$ cat config.mk
export PLATFORM = sky130hd
export DESIGN_NAME = power_clock_generator
export DESIGN_NICKNAME = d
export VERILOG_FILES = /design/src/verilog/power_clock_pkg.sv /design/src/verilog/power_clock_generator.sv
export SDC_FILE = /design/constraint.sdc
export NUM_CORES = 1
export LEC_CHECK = 0
export ABC_AREA = 0
export BUFFER_PORTS_ARGS = -buffer_cell sky130_fd_sc_hd__buf_2
export CELL_PAD_IN_SITES_DETAIL_PLACEMENT = 2
export CELL_PAD_IN_SITES_GLOBAL_PLACEMENT = 2
export CORE_MARGIN = 4
export CORE_UTILIZATION = 34
export CTS_CLUSTER_SIZE = 25
export DETAILED_ROUTE_END_ITERATION = 16
export PLACE_DENSITY = 0.77
export SYNTH_ARGS = -nofsm -noshare
export SYNTH_HDL_FRONTEND = slang
export SYNTH_SLANG_ARGS = --single-unit
$ cat constraint.sdc
create_clock -name clk_sys -period 2.15 [get_ports clk_sys]
set_input_delay 0.3225 -clock clk_sys [delete_from_list [all_inputs] [get_ports clk_sys]]
set_output_delay 0.3225 -clock clk_sys [all_outputs]
set_load 0.02 [all_outputs]
$ cat src/verilog/power_clock_pkg.sv
package power_clock_pkg;
  // ****************************************
  // register map
  // ****************************************
  localparam logic [7:0] clock_gen_mode_reg_addr = 8'h20;
  localparam logic [7:0] power_status_reg_addr   = 8'h30;
  localparam logic [7:0] idle_ctrl_reg_addr      = 8'h00;
  localparam logic [7:0] core_status_reg_addr    = 8'h08;

  // mode register fields
  localparam int osc_enable_bit     = 0;
  localparam int osc_bypass_bit     = 1;
  localparam int out_disable_bit    = 2;
  localparam int css_lo             = 4;
  localparam int pres_lo            = 8;
  localparam int osc_count_lo       = 16;
  localparam int mul_lo             = 24;
  localparam int pll_count_lo       = 12;
  localparam int pll_count_w        = 4;
  // status fields
  localparam int st_osc_stable_bit  = 0;
  localparam int st_lock_bit        = 1;
  localparam int st_slow_event_bit  = 2;
  localparam int st_css_lo          = 4;

  localparam logic [31:0] mode_reset = 32'h0000_0000;

  // ****************************************
  // timing
  // ****************************************
  localparam int backup_stretch_cycles = 32768;
  localparam int osc_div_cycles        = 8;
  localparam real sys_clk_mhz          = 200.0;
  localparam real slow_clk_hz          = 32768.0;
  localparam int slow_div_default      = int'(sys_clk_mhz * 1.0e6 / slow_clk_hz);

  typedef enum logic [1:0] {src_slow, src_main, src_pll, src_rsvd} clk_src_t;
  typedef enum {sw_idle, sw_stop_old, sw_start_new} sw_state_t;

  typedef struct packed {
    logic [5:0] multiplier;
    logic [7:0] osc_count;
    logic [3:0] pll_count;
    logic [2:0] prescale;
    clk_src_t   source;
    logic       out_disable;
    logic       bypass;
    logic       osc_enable;
  } mode_t;

  function automatic mode_t decode_mode(input logic [31:0] w);
    mode_t m;
    m.multiplier  = w[mul_lo +: 6];
    m.osc_count   = w[osc_count_lo +: 8];
    m.pll_count   = w[pll_count_lo +: pll_count_w];
    m.prescale    = w[pres_lo +: 3];
    m.source      = clk_src_t'(w[css_lo +: 2]);
    m.out_disable = w[out_disable_bit];
    m.bypass      = w[osc_bypass_bit];
    m.osc_enable  = w[osc_enable_bit];
    return m;
  endfunction

  function automatic logic [31:0] encode_mode(input mode_t m);
    logic [31:0] w;
    w = 32'h0000_0000;
    w[mul_lo +: 6]                 = m.multiplier;
    w[osc_count_lo +: 8]           = m.osc_count;
    w[pll_count_lo +: pll_count_w] = m.pll_count;
    w[pres_lo +: 3]                = m.prescale;
    w[css_lo +: 2]                 = m.source;
    w[out_disable_bit]             = m.out_disable;
    w[osc_bypass_bit]              = m.bypass;
    w[osc_enable_bit]              = m.osc_enable;
    return w;
  endfunction
endpackage

$ cat src/verilog/power_clock_generator.sv
// Chosen here: the Wishbone interface to the registers and the address map.
`timescale 1ns/10ps
// Operation
// backup reset held 32768 slow cycles
// reset leaves slow clock mode
// slow mode keeps oscillator, pll off (here both run in slow mode if enabled in the mode register)
// oscillator and pll start disabled
// oscillator disable clears stable flag
// oscillator count decrements every 8 cycles
// bypass takes crystal input pin directly
// pll ratio is multiplier plus one
// zero multiplier disables the pll
// multiplier write clears lock, loads counter
// software programs lock count at least one
// pll counter zero sets lock flag
// software avoids rewrites before lock
// multiplier change restarts lock sequence
// pll bypassed while unlocked
// lock waits for oscillator and pll
// source select: slow, main, pll
// unsafe oscillator or slow deselect ignored
// unsafe pll disable or same-write disable ignored
// slow switch completion raises event flag
// software waits for slow event first
// idle stops core clock until interrupt
// master clock driven to output pin
// prescaler divides by 1 to 64
// output disable tri-states the pin
// source change glitch-free
module power_clock_generator
  import power_clock_pkg::*;
#(
  parameter int backup_stretch = backup_stretch_cycles,
  parameter int slow_div       = slow_div_default
) (
  input  wire logic        clk_sys,
  input  wire logic        rst_n,
  input  wire logic        backup_reset_n,
  input  wire logic        crystal_in,
  input  wire logic        irq_pending,
  input  wire logic        wb_cyc_i,
  input  wire logic        wb_stb_i,
  input  wire logic        wb_we_i,
  input  wire logic [7:0]  wb_adr_i,
  input  wire logic [3:0]  wb_sel_i,
  input  wire logic [31:0] wb_dat_i,
  output logic      [31:0] wb_dat_o,
  output logic             wb_ack_o,
  output logic             backup_reset_int_n,
  output logic             main_osc_on,
  output logic             pll_on,
  output logic [6:0]       pll_ratio,
  output logic             master_clock_en,
  output logic             core_clock_en,
  output logic             master_clock_out,
  output logic             master_clock_out_oe_n
);

  // ****************************************
  // slow clock tick and backup reset
  // ****************************************
  logic [31:0] slow_cnt;
  logic        slow_tick;
  logic [31:0] backup_cnt;
  logic        backup_prev;

  always_ff @(posedge clk_sys or negedge rst_n) begin
    if (!rst_n) begin
      slow_cnt  <= 32'h0000_0000;
      slow_tick <= 1'b0;
    end else begin
      slow_tick <= (slow_cnt == 32'(slow_div - 1));
      slow_cnt  <= (slow_cnt == 32'(slow_div - 1)) ? 32'h0000_0000 : slow_cnt + 32'h0000_0001;
    end
  end

  always_ff @(posedge clk_sys or negedge rst_n) begin
    if (!rst_n) begin
      backup_cnt         <= 32'h0000_0000;
      backup_reset_int_n <= 1'b0;
      backup_prev        <= 1'b0;
    end else begin
      backup_prev <= backup_reset_n;
      if (!backup_reset_n) begin
        backup_cnt         <= 32'h0000_0000;
        backup_reset_int_n <= 1'b0;
      end else if (!backup_reset_int_n && slow_tick) begin
        if (backup_cnt == 32'(backup_stretch - 1))
          backup_reset_int_n <= 1'b1;
        backup_cnt <= backup_cnt + 32'h0000_0001;
      end
    end
  end

  // ****************************************
  // mode register and write checks
  // ****************************************
  mode_t       mode;
  mode_t       wr;
  logic        wr_mode;
  logic        wr_ok;
  logic        osc_stable;
  logic        lock;
  logic        slow_event;
  clk_src_t    active_src;
  logic        pll_active;

  assign wr      = decode_mode(wb_dat_i);
  assign wr_mode = wb_cyc_i && wb_stb_i && wb_we_i && !wb_ack_o
                   && wb_adr_i == clock_gen_mode_reg_addr && wb_sel_i == 4'hf;
  assign pll_active = mode.multiplier != 6'h00;

  always_comb begin
    wr_ok = 1'b1;
    if (wr.source != src_slow && (!mode.osc_enable || !osc_stable))
      wr_ok = 1'b0;
    if (!wr.osc_enable && mode.source != src_slow)
      wr_ok = 1'b0;
    if (wr.multiplier == 6'h00 && mode.source == src_pll)
      wr_ok = 1'b0;
    if (wr.source == src_pll && wr.multiplier == 6'h00)
      wr_ok = 1'b0;
    if (wr.source != src_slow && !wr.osc_enable)
      wr_ok = 1'b0;
    if (wr.source == src_rsvd)
      wr_ok = 1'b0;
  end

  always_ff @(posedge clk_sys or negedge rst_n) begin
    if (!rst_n)
      mode <= decode_mode(mode_reset);
    else if (wr_mode && wr_ok)
      mode <= wr;
  end

  // ****************************************
  // oscillator start-up counter
  // ****************************************
  logic [7:0] osc_cnt;
  logic [2:0] osc_div;
  logic       osc_run;

  always_ff @(posedge clk_sys or negedge rst_n) begin
    if (!rst_n) begin
      osc_cnt    <= 8'h00;
      osc_div    <= 3'h0;
      osc_run    <= 1'b0;
      osc_stable <= 1'b0;
    end else if (wr_mode && wr_ok && wr.osc_enable && !mode.osc_enable) begin
      osc_cnt    <= wr.osc_count;
      osc_div    <= 3'h0;
      osc_run    <= 1'b1;
      osc_stable <= 1'b0;
    end else if (!mode.osc_enable) begin
      osc_run    <= 1'b0;
      osc_stable <= 1'b0;
    end else if (osc_run) begin
      osc_div <= osc_div + 3'h1;
      if (osc_div == 3'(osc_div_cycles - 1)) begin
        if (osc_cnt == 8'h00) begin
          osc_run    <= 1'b0;
          osc_stable <= 1'b1;
        end else
          osc_cnt <= osc_cnt - 8'h01;
      end
    end
  end

  assign main_osc_on = mode.osc_enable && !mode.bypass;

  // ****************************************
  // pll lock counter
  // ****************************************
  logic [pll_count_w-1:0] pll_cnt;
  logic                   pll_cnt_done;

  always_ff @(posedge clk_sys or negedge rst_n) begin
    if (!rst_n) begin
      pll_cnt      <= '0;
      pll_cnt_done <= 1'b0;
    end else if (wr_mode && wr_ok && wr.multiplier != mode.multiplier) begin
      pll_cnt      <= wr.pll_count;
      pll_cnt_done <= 1'b0;
    end else if (!pll_active)
      pll_cnt_done <= 1'b0;
    else if (slow_tick && !pll_cnt_done) begin
      if (pll_cnt == '0)
        pll_cnt_done <= 1'b1;
      else
        pll_cnt <= pll_cnt - 1'b1;
    end
  end

  assign lock      = pll_cnt_done && osc_stable;
  assign pll_on    = pll_active && mode.osc_enable;
  assign pll_ratio = {1'b0, mode.multiplier} + 7'h01;

  // ****************************************
  // glitch-free source switch
  // ****************************************
  sw_state_t sw_state;
  clk_src_t  target_src;
  clk_src_t  req_src;

  // an unlocked pll falls back to the oscillator path
  assign req_src = (mode.source == src_pll && !lock) ? src_main : mode.source;

  always_ff @(posedge clk_sys or negedge rst_n) begin
    if (!rst_n) begin
      sw_state   <= sw_idle;
      active_src <= src_slow;
      target_src <= src_slow;
      slow_event <= 1'b0;
    end else begin
      if (wb_cyc_i && wb_stb_i && !wb_we_i && !wb_ack_o
          && wb_adr_i == power_status_reg_addr)
        slow_event <= 1'b0;
      case (sw_state)
        sw_idle: begin
          if (req_src != active_src) begin
            target_src <= req_src;
            sw_state   <= sw_stop_old;
          end
        end
        // wait a slow edge so the old clock finishes its pulse
        sw_stop_old: begin
          if (slow_tick)
            sw_state <= sw_start_new;
        end
        sw_start_new: begin
          if (slow_tick) begin
            sw_state <= sw_idle;
            // a request that moved mid-switch (lock lost) is re-run from idle
            if (target_src == req_src) begin
              active_src <= target_src;
              if (target_src == src_slow)
                slow_event <= 1'b1;
            end
          end
        end
        default: sw_state <= sw_idle;
      endcase
    end
  end

  // ****************************************
  // prescaler and outputs
  // ****************************************
  logic       src_edge;
  logic [5:0] pres_cnt;
  logic       osc_edge_prev;
  logic       osc_edge;
  logic       core_run;

  always_ff @(posedge clk_sys or negedge rst_n) begin
    if (!rst_n)
      osc_edge_prev <= 1'b0;
    else
      osc_edge_prev <= crystal_in;
  end
  assign osc_edge = crystal_in && !osc_edge_prev;

  always_comb begin
    case (active_src)
      src_slow: src_edge = slow_tick;
      src_main: src_edge = osc_edge && osc_stable;
      src_pll:  src_edge = osc_edge && lock;
      default:  src_edge = 1'b0;
    endcase
  end

  always_ff @(posedge clk_sys or negedge rst_n) begin
    if (!rst_n) begin
      pres_cnt        <= 6'h00;
      master_clock_en <= 1'b0;
    end else begin
      master_clock_en <= 1'b0;
      if (src_edge) begin
        if (pres_cnt >= 6'((7'h01 << mode.prescale) - 7'h01)) begin
          pres_cnt        <= 6'h00;
          master_clock_en <= 1'b1;
        end else
          pres_cnt <= pres_cnt + 6'h01;
      end
    end
  end

  always_ff @(posedge clk_sys or negedge rst_n) begin
    if (!rst_n)
      master_clock_out <= 1'b0;
    else if (master_clock_en)
      master_clock_out <= ~master_clock_out;
  end
  assign master_clock_out_oe_n = mode.out_disable;

  // idle stop: software write stops core, interrupt wakes it
  always_ff @(posedge clk_sys or negedge rst_n) begin
    if (!rst_n)
      core_run <= 1'b1;
    else if (irq_pending)
      core_run <= 1'b1;
    else if (wr_mode == 1'b0 && wb_cyc_i && wb_stb_i && wb_we_i && !wb_ack_o
             && wb_adr_i == idle_ctrl_reg_addr && wb_dat_i[0])
      core_run <= 1'b0;
  end
  assign core_clock_en = core_run && master_clock_en;

  // ****************************************
  // wishbone slave
  // ****************************************
  always_ff @(posedge clk_sys or negedge rst_n) begin
    if (!rst_n) begin
      wb_ack_o <= 1'b0;
      wb_dat_o <= 32'h0000_0000;
    end else begin
      wb_ack_o <= wb_cyc_i && wb_stb_i && !wb_ack_o;
      wb_dat_o <= 32'h0000_0000;
      if (wb_cyc_i && wb_stb_i && !wb_we_i && !wb_ack_o) begin
        case (wb_adr_i)
          clock_gen_mode_reg_addr: wb_dat_o <= encode_mode(mode);
          power_status_reg_addr: begin
            wb_dat_o[st_osc_stable_bit]  <= osc_stable;
            wb_dat_o[st_lock_bit]        <= lock;
            wb_dat_o[st_slow_event_bit]  <= slow_event;
            wb_dat_o[st_css_lo +: 2]     <= active_src;
          end
          core_status_reg_addr: wb_dat_o[0] <= core_run;
          default: wb_dat_o <= 32'h0000_0000;
        endcase
      end
    end
  end

  // ****************************************
  // checks
  // ****************************************
  bad_source_a: assert property (@(posedge clk_sys) disable iff (!rst_n)
    (wr_mode && wr.source != src_slow && !osc_stable) |=> $stable(mode))
    else $error("unsafe source write accepted");
  pll_keep_a: assert property (@(posedge clk_sys) disable iff (!rst_n)
    (wr_mode && mode.source == src_pll && wr.multiplier == 6'h00) |=> $stable(mode))
    else $error("pll disabled while selected");
  osc_clear_a: assert property (@(posedge clk_sys) disable iff (!rst_n)
    !mode.osc_enable |=> !osc_stable)
    else $error("stable flag survived disable");
  lock_needs_a: assert property (@(posedge clk_sys) disable iff (!rst_n)
    lock |-> osc_stable && pll_cnt_done)
    else $error("lock without both counters");
  relock_a: assert property (@(posedge clk_sys) disable iff (!rst_n)
    (wr_mode && wr_ok && wr.multiplier != mode.multiplier) |=> !lock)
    else $error("lock kept after multiplier change");
  pll_bypass_a: assert property (@(posedge clk_sys) disable iff (!rst_n)
    $rose(active_src == src_pll) |-> $past(lock))
    else $error("unlocked pll selected");
  slow_flag_a: assert property (@(posedge clk_sys) disable iff (!rst_n)
    $rose(slow_event) |-> active_src == src_slow)
    else $error("slow event without slow source");
  out_tristate_a: assert property (@(posedge clk_sys) disable iff (!rst_n)
    master_clock_out_oe_n == mode.out_disable)
    else $error("output enable wrong");
  backup_hold_a: assert property (@(posedge clk_sys) disable iff (!rst_n)
    $rose(backup_reset_int_n) |-> backup_cnt == 32'(backup_stretch))
    else $error("backup reset released early");
  idle_wake_a: assert property (@(posedge clk_sys) disable iff (!rst_n)
    irq_pending |=> core_run)
    else $error("core not woken");

endmodule

==> out/metrics.yaml, run 1 <==
run:
  cap_violations: 0
synth:
  synth-seq-cells: 154
  yosysUniqueCellTypes: 53
  yosys_warnings: 0
  syn_area_per_cell_um2: 10.79
  synth_top_family_by_area: "simple AND/OR/NAND/NOR gates"
  synthAdderAreaFrac_pct: 3.138
  synthMuxAreaShare_pct: 6.145
  synthSimpleGateAreaFrac_pct: 22.33
  synthArstFlopShare_pct: 100.0
  ys.flop_type: "dfrtp_1"
  synth_edf_count: 0
  syn_inst: 702
  synth_xor_xnor_area_share_pct: 8.672
  ys_seq_area_share_pct: 50.89
  syn_area_um2: 7575
  synth_compound_area_share_pct: 5.534
cts:
  cts.sink_count: 154
  htreeDepth: 4
  path_clk_slew_ps: 70
  clockBufferDepth: 2
  cts_root_buffer: "clkbuf_16"
  cts_made_buffers: 17
  worstSkewPairLatency_ps: 430
  cts_tree: "yes"
worst_setup_path:
  slowest_delay_ps: 480
  crit_type: "reg -> out"
  critPathRequiredTime_ps: 1830
  crit_chain: "inv_2 > ha_1 > or4b_4 > or2_4 > and2_4 > buf_6"
  rr_worst_depth: 8
  arrival_ps: 2070
  cp-start-kind: "register"
  crit_buf_inv: 2
  critPathTopFamily: "simple AND/OR/NAND/NOR gates"
  rrSetupSlack_ps: 50
  rr_startpoint: "mode[21]"
  cp_max_fo: 2
  cp_slowest_cell: "or4b_4"
  end_kind: "output port"
  r2r_end: "pll_cnt[1]"
floorplanning:
  pin_count: 99
  initial_core_util_pct: 34.60
  rows: 54
  dieArea_um2: 24730
  core_area_um2: 21890
  die_h_um: 157.3
  die_w_um: 157.3
worst_hold_path:
  min_path_cells: 2
  hp-start: "irq_pending"
  holdPathEnd: "core_run"
  hp-class: "in -> reg"
global_routing:
  grt_max_degree: 53
  grt_pass1_vias: 6922
  grt_antenna_before_repair: 1
  grt-ovfl-total: 0
  grt_util_all_layers_pct: 19.10
  grt_pass1_wl_um: 37180
pwr:
  switching_power_w: 0.001450
  comb_power_share_pct: 3.2
  p_total_w: 0.006180
  p_per_area_nw_per_um2: 665.0
  max-vdd-ir-drop_mv: 0.4129
  leakage_nw: 4.566
  seqPwrFrac_pct: 46.9
  swShare_pct: 23.46
  internal_power_w: 0.004730
  clkPwrFrac_pct: 49.9
layout:
  finalNonFillerCells: 1127
  final_area_um2: 9294
  drive_gt1_share_pct: 26.12
  finalCoreUtilization_pct: 42.46
  nNetsFinal: 904
  area_growth_pct: 22.70
sta:
  slew_viol_final: 0
  fmax_ghz: 0.4175
  fin_crit_sh_pct: 111.4
  worst_slew_pin_slew_ps: 531.9
  finalSetupViolations: 1
  finClkSkew_ps: 12.15
  fin_ws_ps: -244.9
  hold_viol_final: 0
  rsz0062_at_grt: "yes"
  relSlewSlack_pct: 64.21
  finalCriticalPeriod_ps: 2395
drt:
  drc: 0
  via_per_inst: 5.116
  drtPass1Iterations: 4
  routed_wl_um: 22630
  ant_nets: 0
  drt_iter0_drc: 199
  wire_per_inst_um: 20.08
  vias: 5766
placement:
  placedInstanceArea_um2: 8587
  numPlacedInstances: 1090
  post-place-ws_ps: -235.2
  port_buffers: 86
  hpwlAfterDp_um: 16020
  gp_congestion: 0.7572
run_status:
  violations: "negative setup slack"
  outcome: "complete, but fails checks"
==> synthesized netlist by cell type (2+ instances only) <==
cell type | number | share of area [%]
a21boi_0 | 6 | 0.59
a21o_1 | 3 | 0.30
a21oi_1 | 12 | 0.79
a22o_1 | 3 | 0.35
a31oi_1 | 3 | 0.25
and2_1 | 53 | 4.4
and3_1 | 12 | 0.99
and3b_1 | 2 | 0.23
and4_1 | 6 | 0.69
buf_4 | 6 | 0.59
buf_6 | 2 | 0.30
clkbuf_1 | 13 | 0.64
clkbuf_8 | 2 | 0.36
dfrtp_1 | 153 | 51
ha_1 | 19 | 3.1
inv_1 | 27 | 1.3
mux2_2 | 28 | 4.2
mux2_4 | 2 | 0.40
mux2i_1 | 12 | 1.6
nand2_1 | 45 | 2.2
nand2b_1 | 9 | 0.74
nand3_1 | 38 | 2.5
nand3b_1 | 3 | 0.30
nand4_1 | 16 | 1.3
nand4b_1 | 5 | 0.58
nor2_1 | 38 | 1.9
nor2b_1 | 10 | 0.83
nor3_1 | 18 | 1.2
nor4_1 | 20 | 1.7
nor4b_1 | 3 | 0.35
o211ai_1 | 5 | 0.50
o21a_1 | 2 | 0.20
o21ai_0 | 22 | 1.5
or2_2 | 3 | 0.25
or3_1 | 9 | 0.74
or4b_2 | 2 | 0.26
xnor2_1 | 38 | 4.4
xor2_1 | 37 | 4.3
==> worst reg2reg max path, delay by kind of cell, from the launching register on <==
family | cells | cell delay [ps]
and+or+nand+nor | 1 | 480
buffers and inverters | 3 | 400
muxes | 1 | 270
DFF | 1 | 390
AOI/OAI and AO/OA | 2 | 300
adders and majority gates | 1 | 140
==> cell families (layout without fill, tap and decap cells) <==
family / count (synthesis) / count (layout)
muxes: 42 / 42
other: 1 / 7
and+or+nand+nor: 299 / 299
AOI/OAI and AO/OA: 62 / 62
buffers and inverters: 50 / 189
adders and majority gates: 19 / 19
xor gates and xnor gates: 75 / 75
DFF: 154 / 154
==> sequential cells by signal (all words and copies together) (netlist names), 2 cells and up <==
register	cells
backup_cnt	32
slow_cnt	32
wb_dat_o	26
mode	25
osc_cnt	8
pres_cnt	6
pll_cnt	4
osc_div	3
active_src	2
sw_state	2
target_src	2
==> placed cells by master, fill, tap and decap left out, types with 5 or more instances in the layout <==
| master | n |
|---|---|
| a21boi_0 | 6 |
| o21ai_0 | 20 |
| nand3_1 | 36 |
| nand4_1 | 16 |
| mux2_2 | 28 |
| buf_4 | 40 |
| a21oi_1 | 12 |
| or3_1 | 9 |
| xor2_1 | 37 |
| ha_1 | 18 |
| nand4b_1 | 5 |
| nand2b_1 | 9 |
| conb_1 | 6 |
| inv_1 | 25 |
| nor2_1 | 37 |
| nor2b_1 | 9 |
| nand2_1 | 45 |
| and3_1 | 12 |
| dfrtp_1 | 151 |
| mux2i_1 | 12 |
| and4_1 | 6 |
| nor3_1 | 18 |
| o211ai_1 | 5 |
| and2_1 | 52 |
| xnor2_1 | 38 |
| nor4_1 | 18 |
| clkbuf_16 | 17 |
| buf_2 | 83 |
==> power groups by stage <==
stage                     clock [W]  sequential (W)  combinational [W]
after floorplan                   0         0.00296          0.0000509
after detailed placement          0         0.00295           0.000195
after CTS                   0.00316         0.00290           0.000201
after global routing        0.00330         0.00290           0.000222
after global placement            0         0.00295           0.000186
final                       0.00308         0.00290           0.000198
==> per-stage QoR <==
step | TNS (ps) | hold WS, ps
after floorplan | -177.9 | 26.91
after global placement | -8375 | 307.6
after detailed placement | -11530 | 311.7
after CTS | -253.1 | 85.12
after global routing | -369.1 | 108.5
final | -244.9 | 117.1
==> cell type report <==
class                      instances  area [um2]
fill                            2280       12600
clock buffer                      18       439.2
sequential                       154        3857
multi-input combinational        503        3563
tap                              280       350.3
inverter                          27       101.3
antenna                            1       2.502
clock inverter                    14       161.4
timing repair buffer             130       818.3
==> metal layers <==
layer | global-route usage [%] | vias to the layer above | wire, um
met4 | 4.793 | 0 | 256
met3 | 3.162 | 16 | 532
met1 | 22.26 | 3007 | 9182
met5 | 0 | - | 0
met2 | 36.29 | 67 | 12650
li1 | - | 2676 | -
==> how the worst max path moves through the flow <==
stage,start,endpoint,slack (ps),depth (start not counted)
after global placement,wb_adr_i[0],slow_event,-190,6
after floorplan,wb_adr_i[0],pll_cnt[0],-40,5
after detailed placement,wb_adr_i[0],pll_cnt[1],-240,7
after CTS,mode[20],pll_on,-250,6
after global routing,mode[20],pll_on,-290,6
final,mode[21],pll_on,-240,6
==> timing repair <==
item	4_1_cts	5_1_grt
hold endpoints to repair	49	0
gates resized for setup	8	13
hold buffers	2	0
setup endpoints to repair	28	22
setup buffers	1	1
Note: power is estimated with default switching activity, not from simulation.
==> inputs of run 2 (changes only) <==
--- a/config.mk
+++ b/config.mk
@@ -14,6 +14,7 @@
 export CTS_CLUSTER_SIZE = 25
 export DETAILED_ROUTE_END_ITERATION = 16
 export PLACE_DENSITY = 0.77
+export REMOVE_ABC_BUFFERS = 1
 export SYNTH_ARGS = -nofsm -noshare
 export SYNTH_HDL_FRONTEND = slang
 export SYNTH_SLANG_ARGS = --single-unit
==> run 2 against run 1 <==
- the run still ends with negative setup slack left
- die area unchanged
- clock power is 5% higher
- clock skew decreased by 2.5 ps
- non-clock buffer count increased by 5
- critical path type unchanged
- highest routed layer unchanged
==> out/metrics.yaml, run 2 (same netlist as run 1, synthesis figures left out) <==
floorplanning:
  initial_core_util_pct: 34.60  # unchanged
  pin_count: 99  # unchanged
  core_area_um2: 21890  # unchanged
  rows: 54  # unchanged
  die_w_um: 157.3  # unchanged
  die_h_um: 157.3  # unchanged
  dieArea_um2: 24730  # unchanged
global_routing:
  grt_max_degree: 59  # was 53
  grt_pass1_wl_um: 37520  # was 37180 um
  grt_antenna_before_repair: 0  # was 1
  grt_pass1_vias: 6726  # was 6922
  grt-ovfl-total: 0  # unchanged
  grt_util_all_layers_pct: 19.24  # was 19.10%
worst_setup_path:
  critPathTopFamily: "simple AND/OR/NAND/NOR gates"  # unchanged
  cp_slowest_cell: "or4b_4"  # unchanged
  rrSetupSlack_ps: -20  # was 50 ps
  end_kind: "output port"  # unchanged
  worstSetupStartpoint: "mode[20]"  # was mode[21]
  rr_worst_depth: 7  # was 8
  cp-start-kind: "register"  # unchanged
  crit_buf_inv: 2  # unchanged
  crit_type: "reg -> out"  # unchanged
  critPathRequiredTime_ps: 1830  # about the same
  arrival_ps: 2130  # was 2070 ps
  cp.depth: 6  # unchanged
  crit_chain: "inv_2 > ha_4 > or4b_4 > or2_4 > and2_4 > buf_6"  # was inv_2 > ha_1 > or4b_4 > or2_4 > and2_4 > buf_6
  rr_startpoint: "mode[20]"  # was mode[21]
  r2r_end: "pll_cnt[3]"  # was pll_cnt[1]
  slowest_delay_ps: 470  # was 480 ps
  cp_max_fo: 2  # unchanged
placement:
  gp_congestion: 0.7718  # was 0.7572
  port_buffers: 86  # unchanged
  hpwlAfterDp_um: 16280  # was 16020 um
  numPlacedInstances: 1094  # was 1090
  placedInstanceArea_um2: 8605  # was 8587 um2
  post-place-ws_ps: -281.3  # was -235.2 ps
pwr:
  max-vdd-ir-drop_mv: 0.5135  # was 0.4129 mV
  leakage_nw: 4.593  # was 4.566 nW
  p_per_area_nw_per_um2: 679.4  # was 665.0 nW/um2
worst_hold_path:
  holdPathEnd: "osc_edge_prev"  # was core_run
  hp-start: "crystal_in"  # was irq_pending
  min_path_cells: 1  # was 2
  hp-class: "in -> reg"  # unchanged
layout:
  layout_common_cells: "dfrtp_1, buf_2, and2_1"  # unchanged
  finalNonFillerCells: 1131  # was 1127
  nNetsFinal: 909  # was 904
  final_area_um2: 9328  # was 9294 um2
  final_common_cell: "dfrtp_1"  # unchanged
  largest_registers: "backup_cnt (32), slow_cnt (32), wb_dat_o (26)"  # unchanged
  area_growth_pct: 23.14  # was 22.70%
  fillers: 2317  # was 2280
  drive_gt1_share_pct: 26.09  # was 26.12%
  diodes: 0  # was 1
sta:
  rsz0062_at_grt: "yes"  # unchanged
  slew_viol_final: 0  # unchanged
  finClkSkew_ps: 9.607  # was 12.15 ps
  worst_slew_pin_slew_ps: 637.1  # was 531.9 ps
  fin_ws_ps: -303.5  # was -244.9 ps
  hold_viol_final: 0  # unchanged
  relSlewSlack_pct: 57.52  # was 64.21%
  finalSetupViolations: 4  # was 1
  fin_crit_sh_pct: 114.1  # was 111.4%
  fmax_ghz: 0.4076  # was 0.4175 GHz
  finalCriticalPeriod_ps: 2454  # was 2395 ps
cts:
  cts.sink_count: 154  # unchanged
  worstSkewPairLatency_ps: 440  # was 430 ps
  cts_root_buffer: "clkbuf_16"  # unchanged
  htreeDepth: 4  # unchanged
  path_clk_slew_ps: 70  # about the same
  cts_made_buffers: 17  # unchanged
  cts_tree: "yes"  # unchanged
  clockBufferDepth: 2  # unchanged
drt:
  drt_iter0_drc: 179  # was 199
  routed_wl_um: 23550  # was 22630 um
  vias: 5838  # was 5766
  ant_nets: 0  # unchanged
  wire_per_inst_um: 20.82  # was 20.08 um
  drc: 0  # unchanged
  drtPass1Iterations: 4  # unchanged
  via_per_inst: 5.162  # was 5.116
run:
  cap_violations: 0  # unchanged
run_status:
  violations: "negative setup slack"  # unchanged
  outcome: "complete, but fails checks"  # unchanged
[run 2: cell count changes in the layout (fill, tap and decap cells not counted), sizes merged]
cell and delta:
buf +6, bufinv +1, clkinv -1, clkinvlp +1, diode -1, dlygate4sd3 -1
inv -1
[run 2: how the worst max path moves through the flow]
stage,to,slack (ps)
3_3_place_gp,slow_event,-190
6_report,pll_on,-300
5_1_grt,pll_on,-340
3_5_place_dp,pll_cnt[0],-280
2_1_floorplan,pll_cnt[0],-340
4_1_cts,pll_on,-290
[run 2: final cells by class]
class,count,area [um2],share of cell area (%)
Sequential cell,154,3856,41.34
Multi-Input combinational cell,503,3542,37.97
Clock inverter,14,185.2,1.985
Clock buffer,18,439.2,4.708
Timing Repair Buffer,135,853.3,9.148
Tap cell,280,350.3,3.756
Inverter,27,101.3,1.087
[run 2: per-layer routing]
metal  routed length [um]  up-vias  global-route usage (%)  share of wire, %
li1                     -     2702                       -                 -
met5                    0        -                       0                 0
met2                13090       81                   35.84                56
met4                  468        0                   5.367               2.0
met3                  567       37                   3.849               2.4
met1                 9420     3018                   22.37                40
[run 2: timing repair]
action,CTS,global route
cloned,0,0
hold endpoints to repair,52,0
pin swaps,2,1
gates resized for setup,10,8
setup endpoints to repair,5,31
buffers inserted,2,2
hold buffers,1,0
[run 2: metrics by stage]
stage / utilization (%) / hold slack, ps / TNS [ps] / total power (W)
CTS: 42.43 / 1.406 / -285.3 / 0.006406
global route: 42.61 / 3.681 / -661.5 / 0.006565
floorplan: - / 26.91 / -2631 / 0.002991
detailed placement: 39.31 / 361.0 / -11790 / 0.003155
global placement: 39.31 / 352.3 / -7047 / 0.003147
finish: 42.61 / 22.45 / -353.0 / 0.006337
[run 2: report_power, final]
group	internal, W	switching (W)
logic	0.0000645	0.000134
registers	0.00290	0.00000138
clock network	0.00188	0.00136
total	0.00485	0.00149
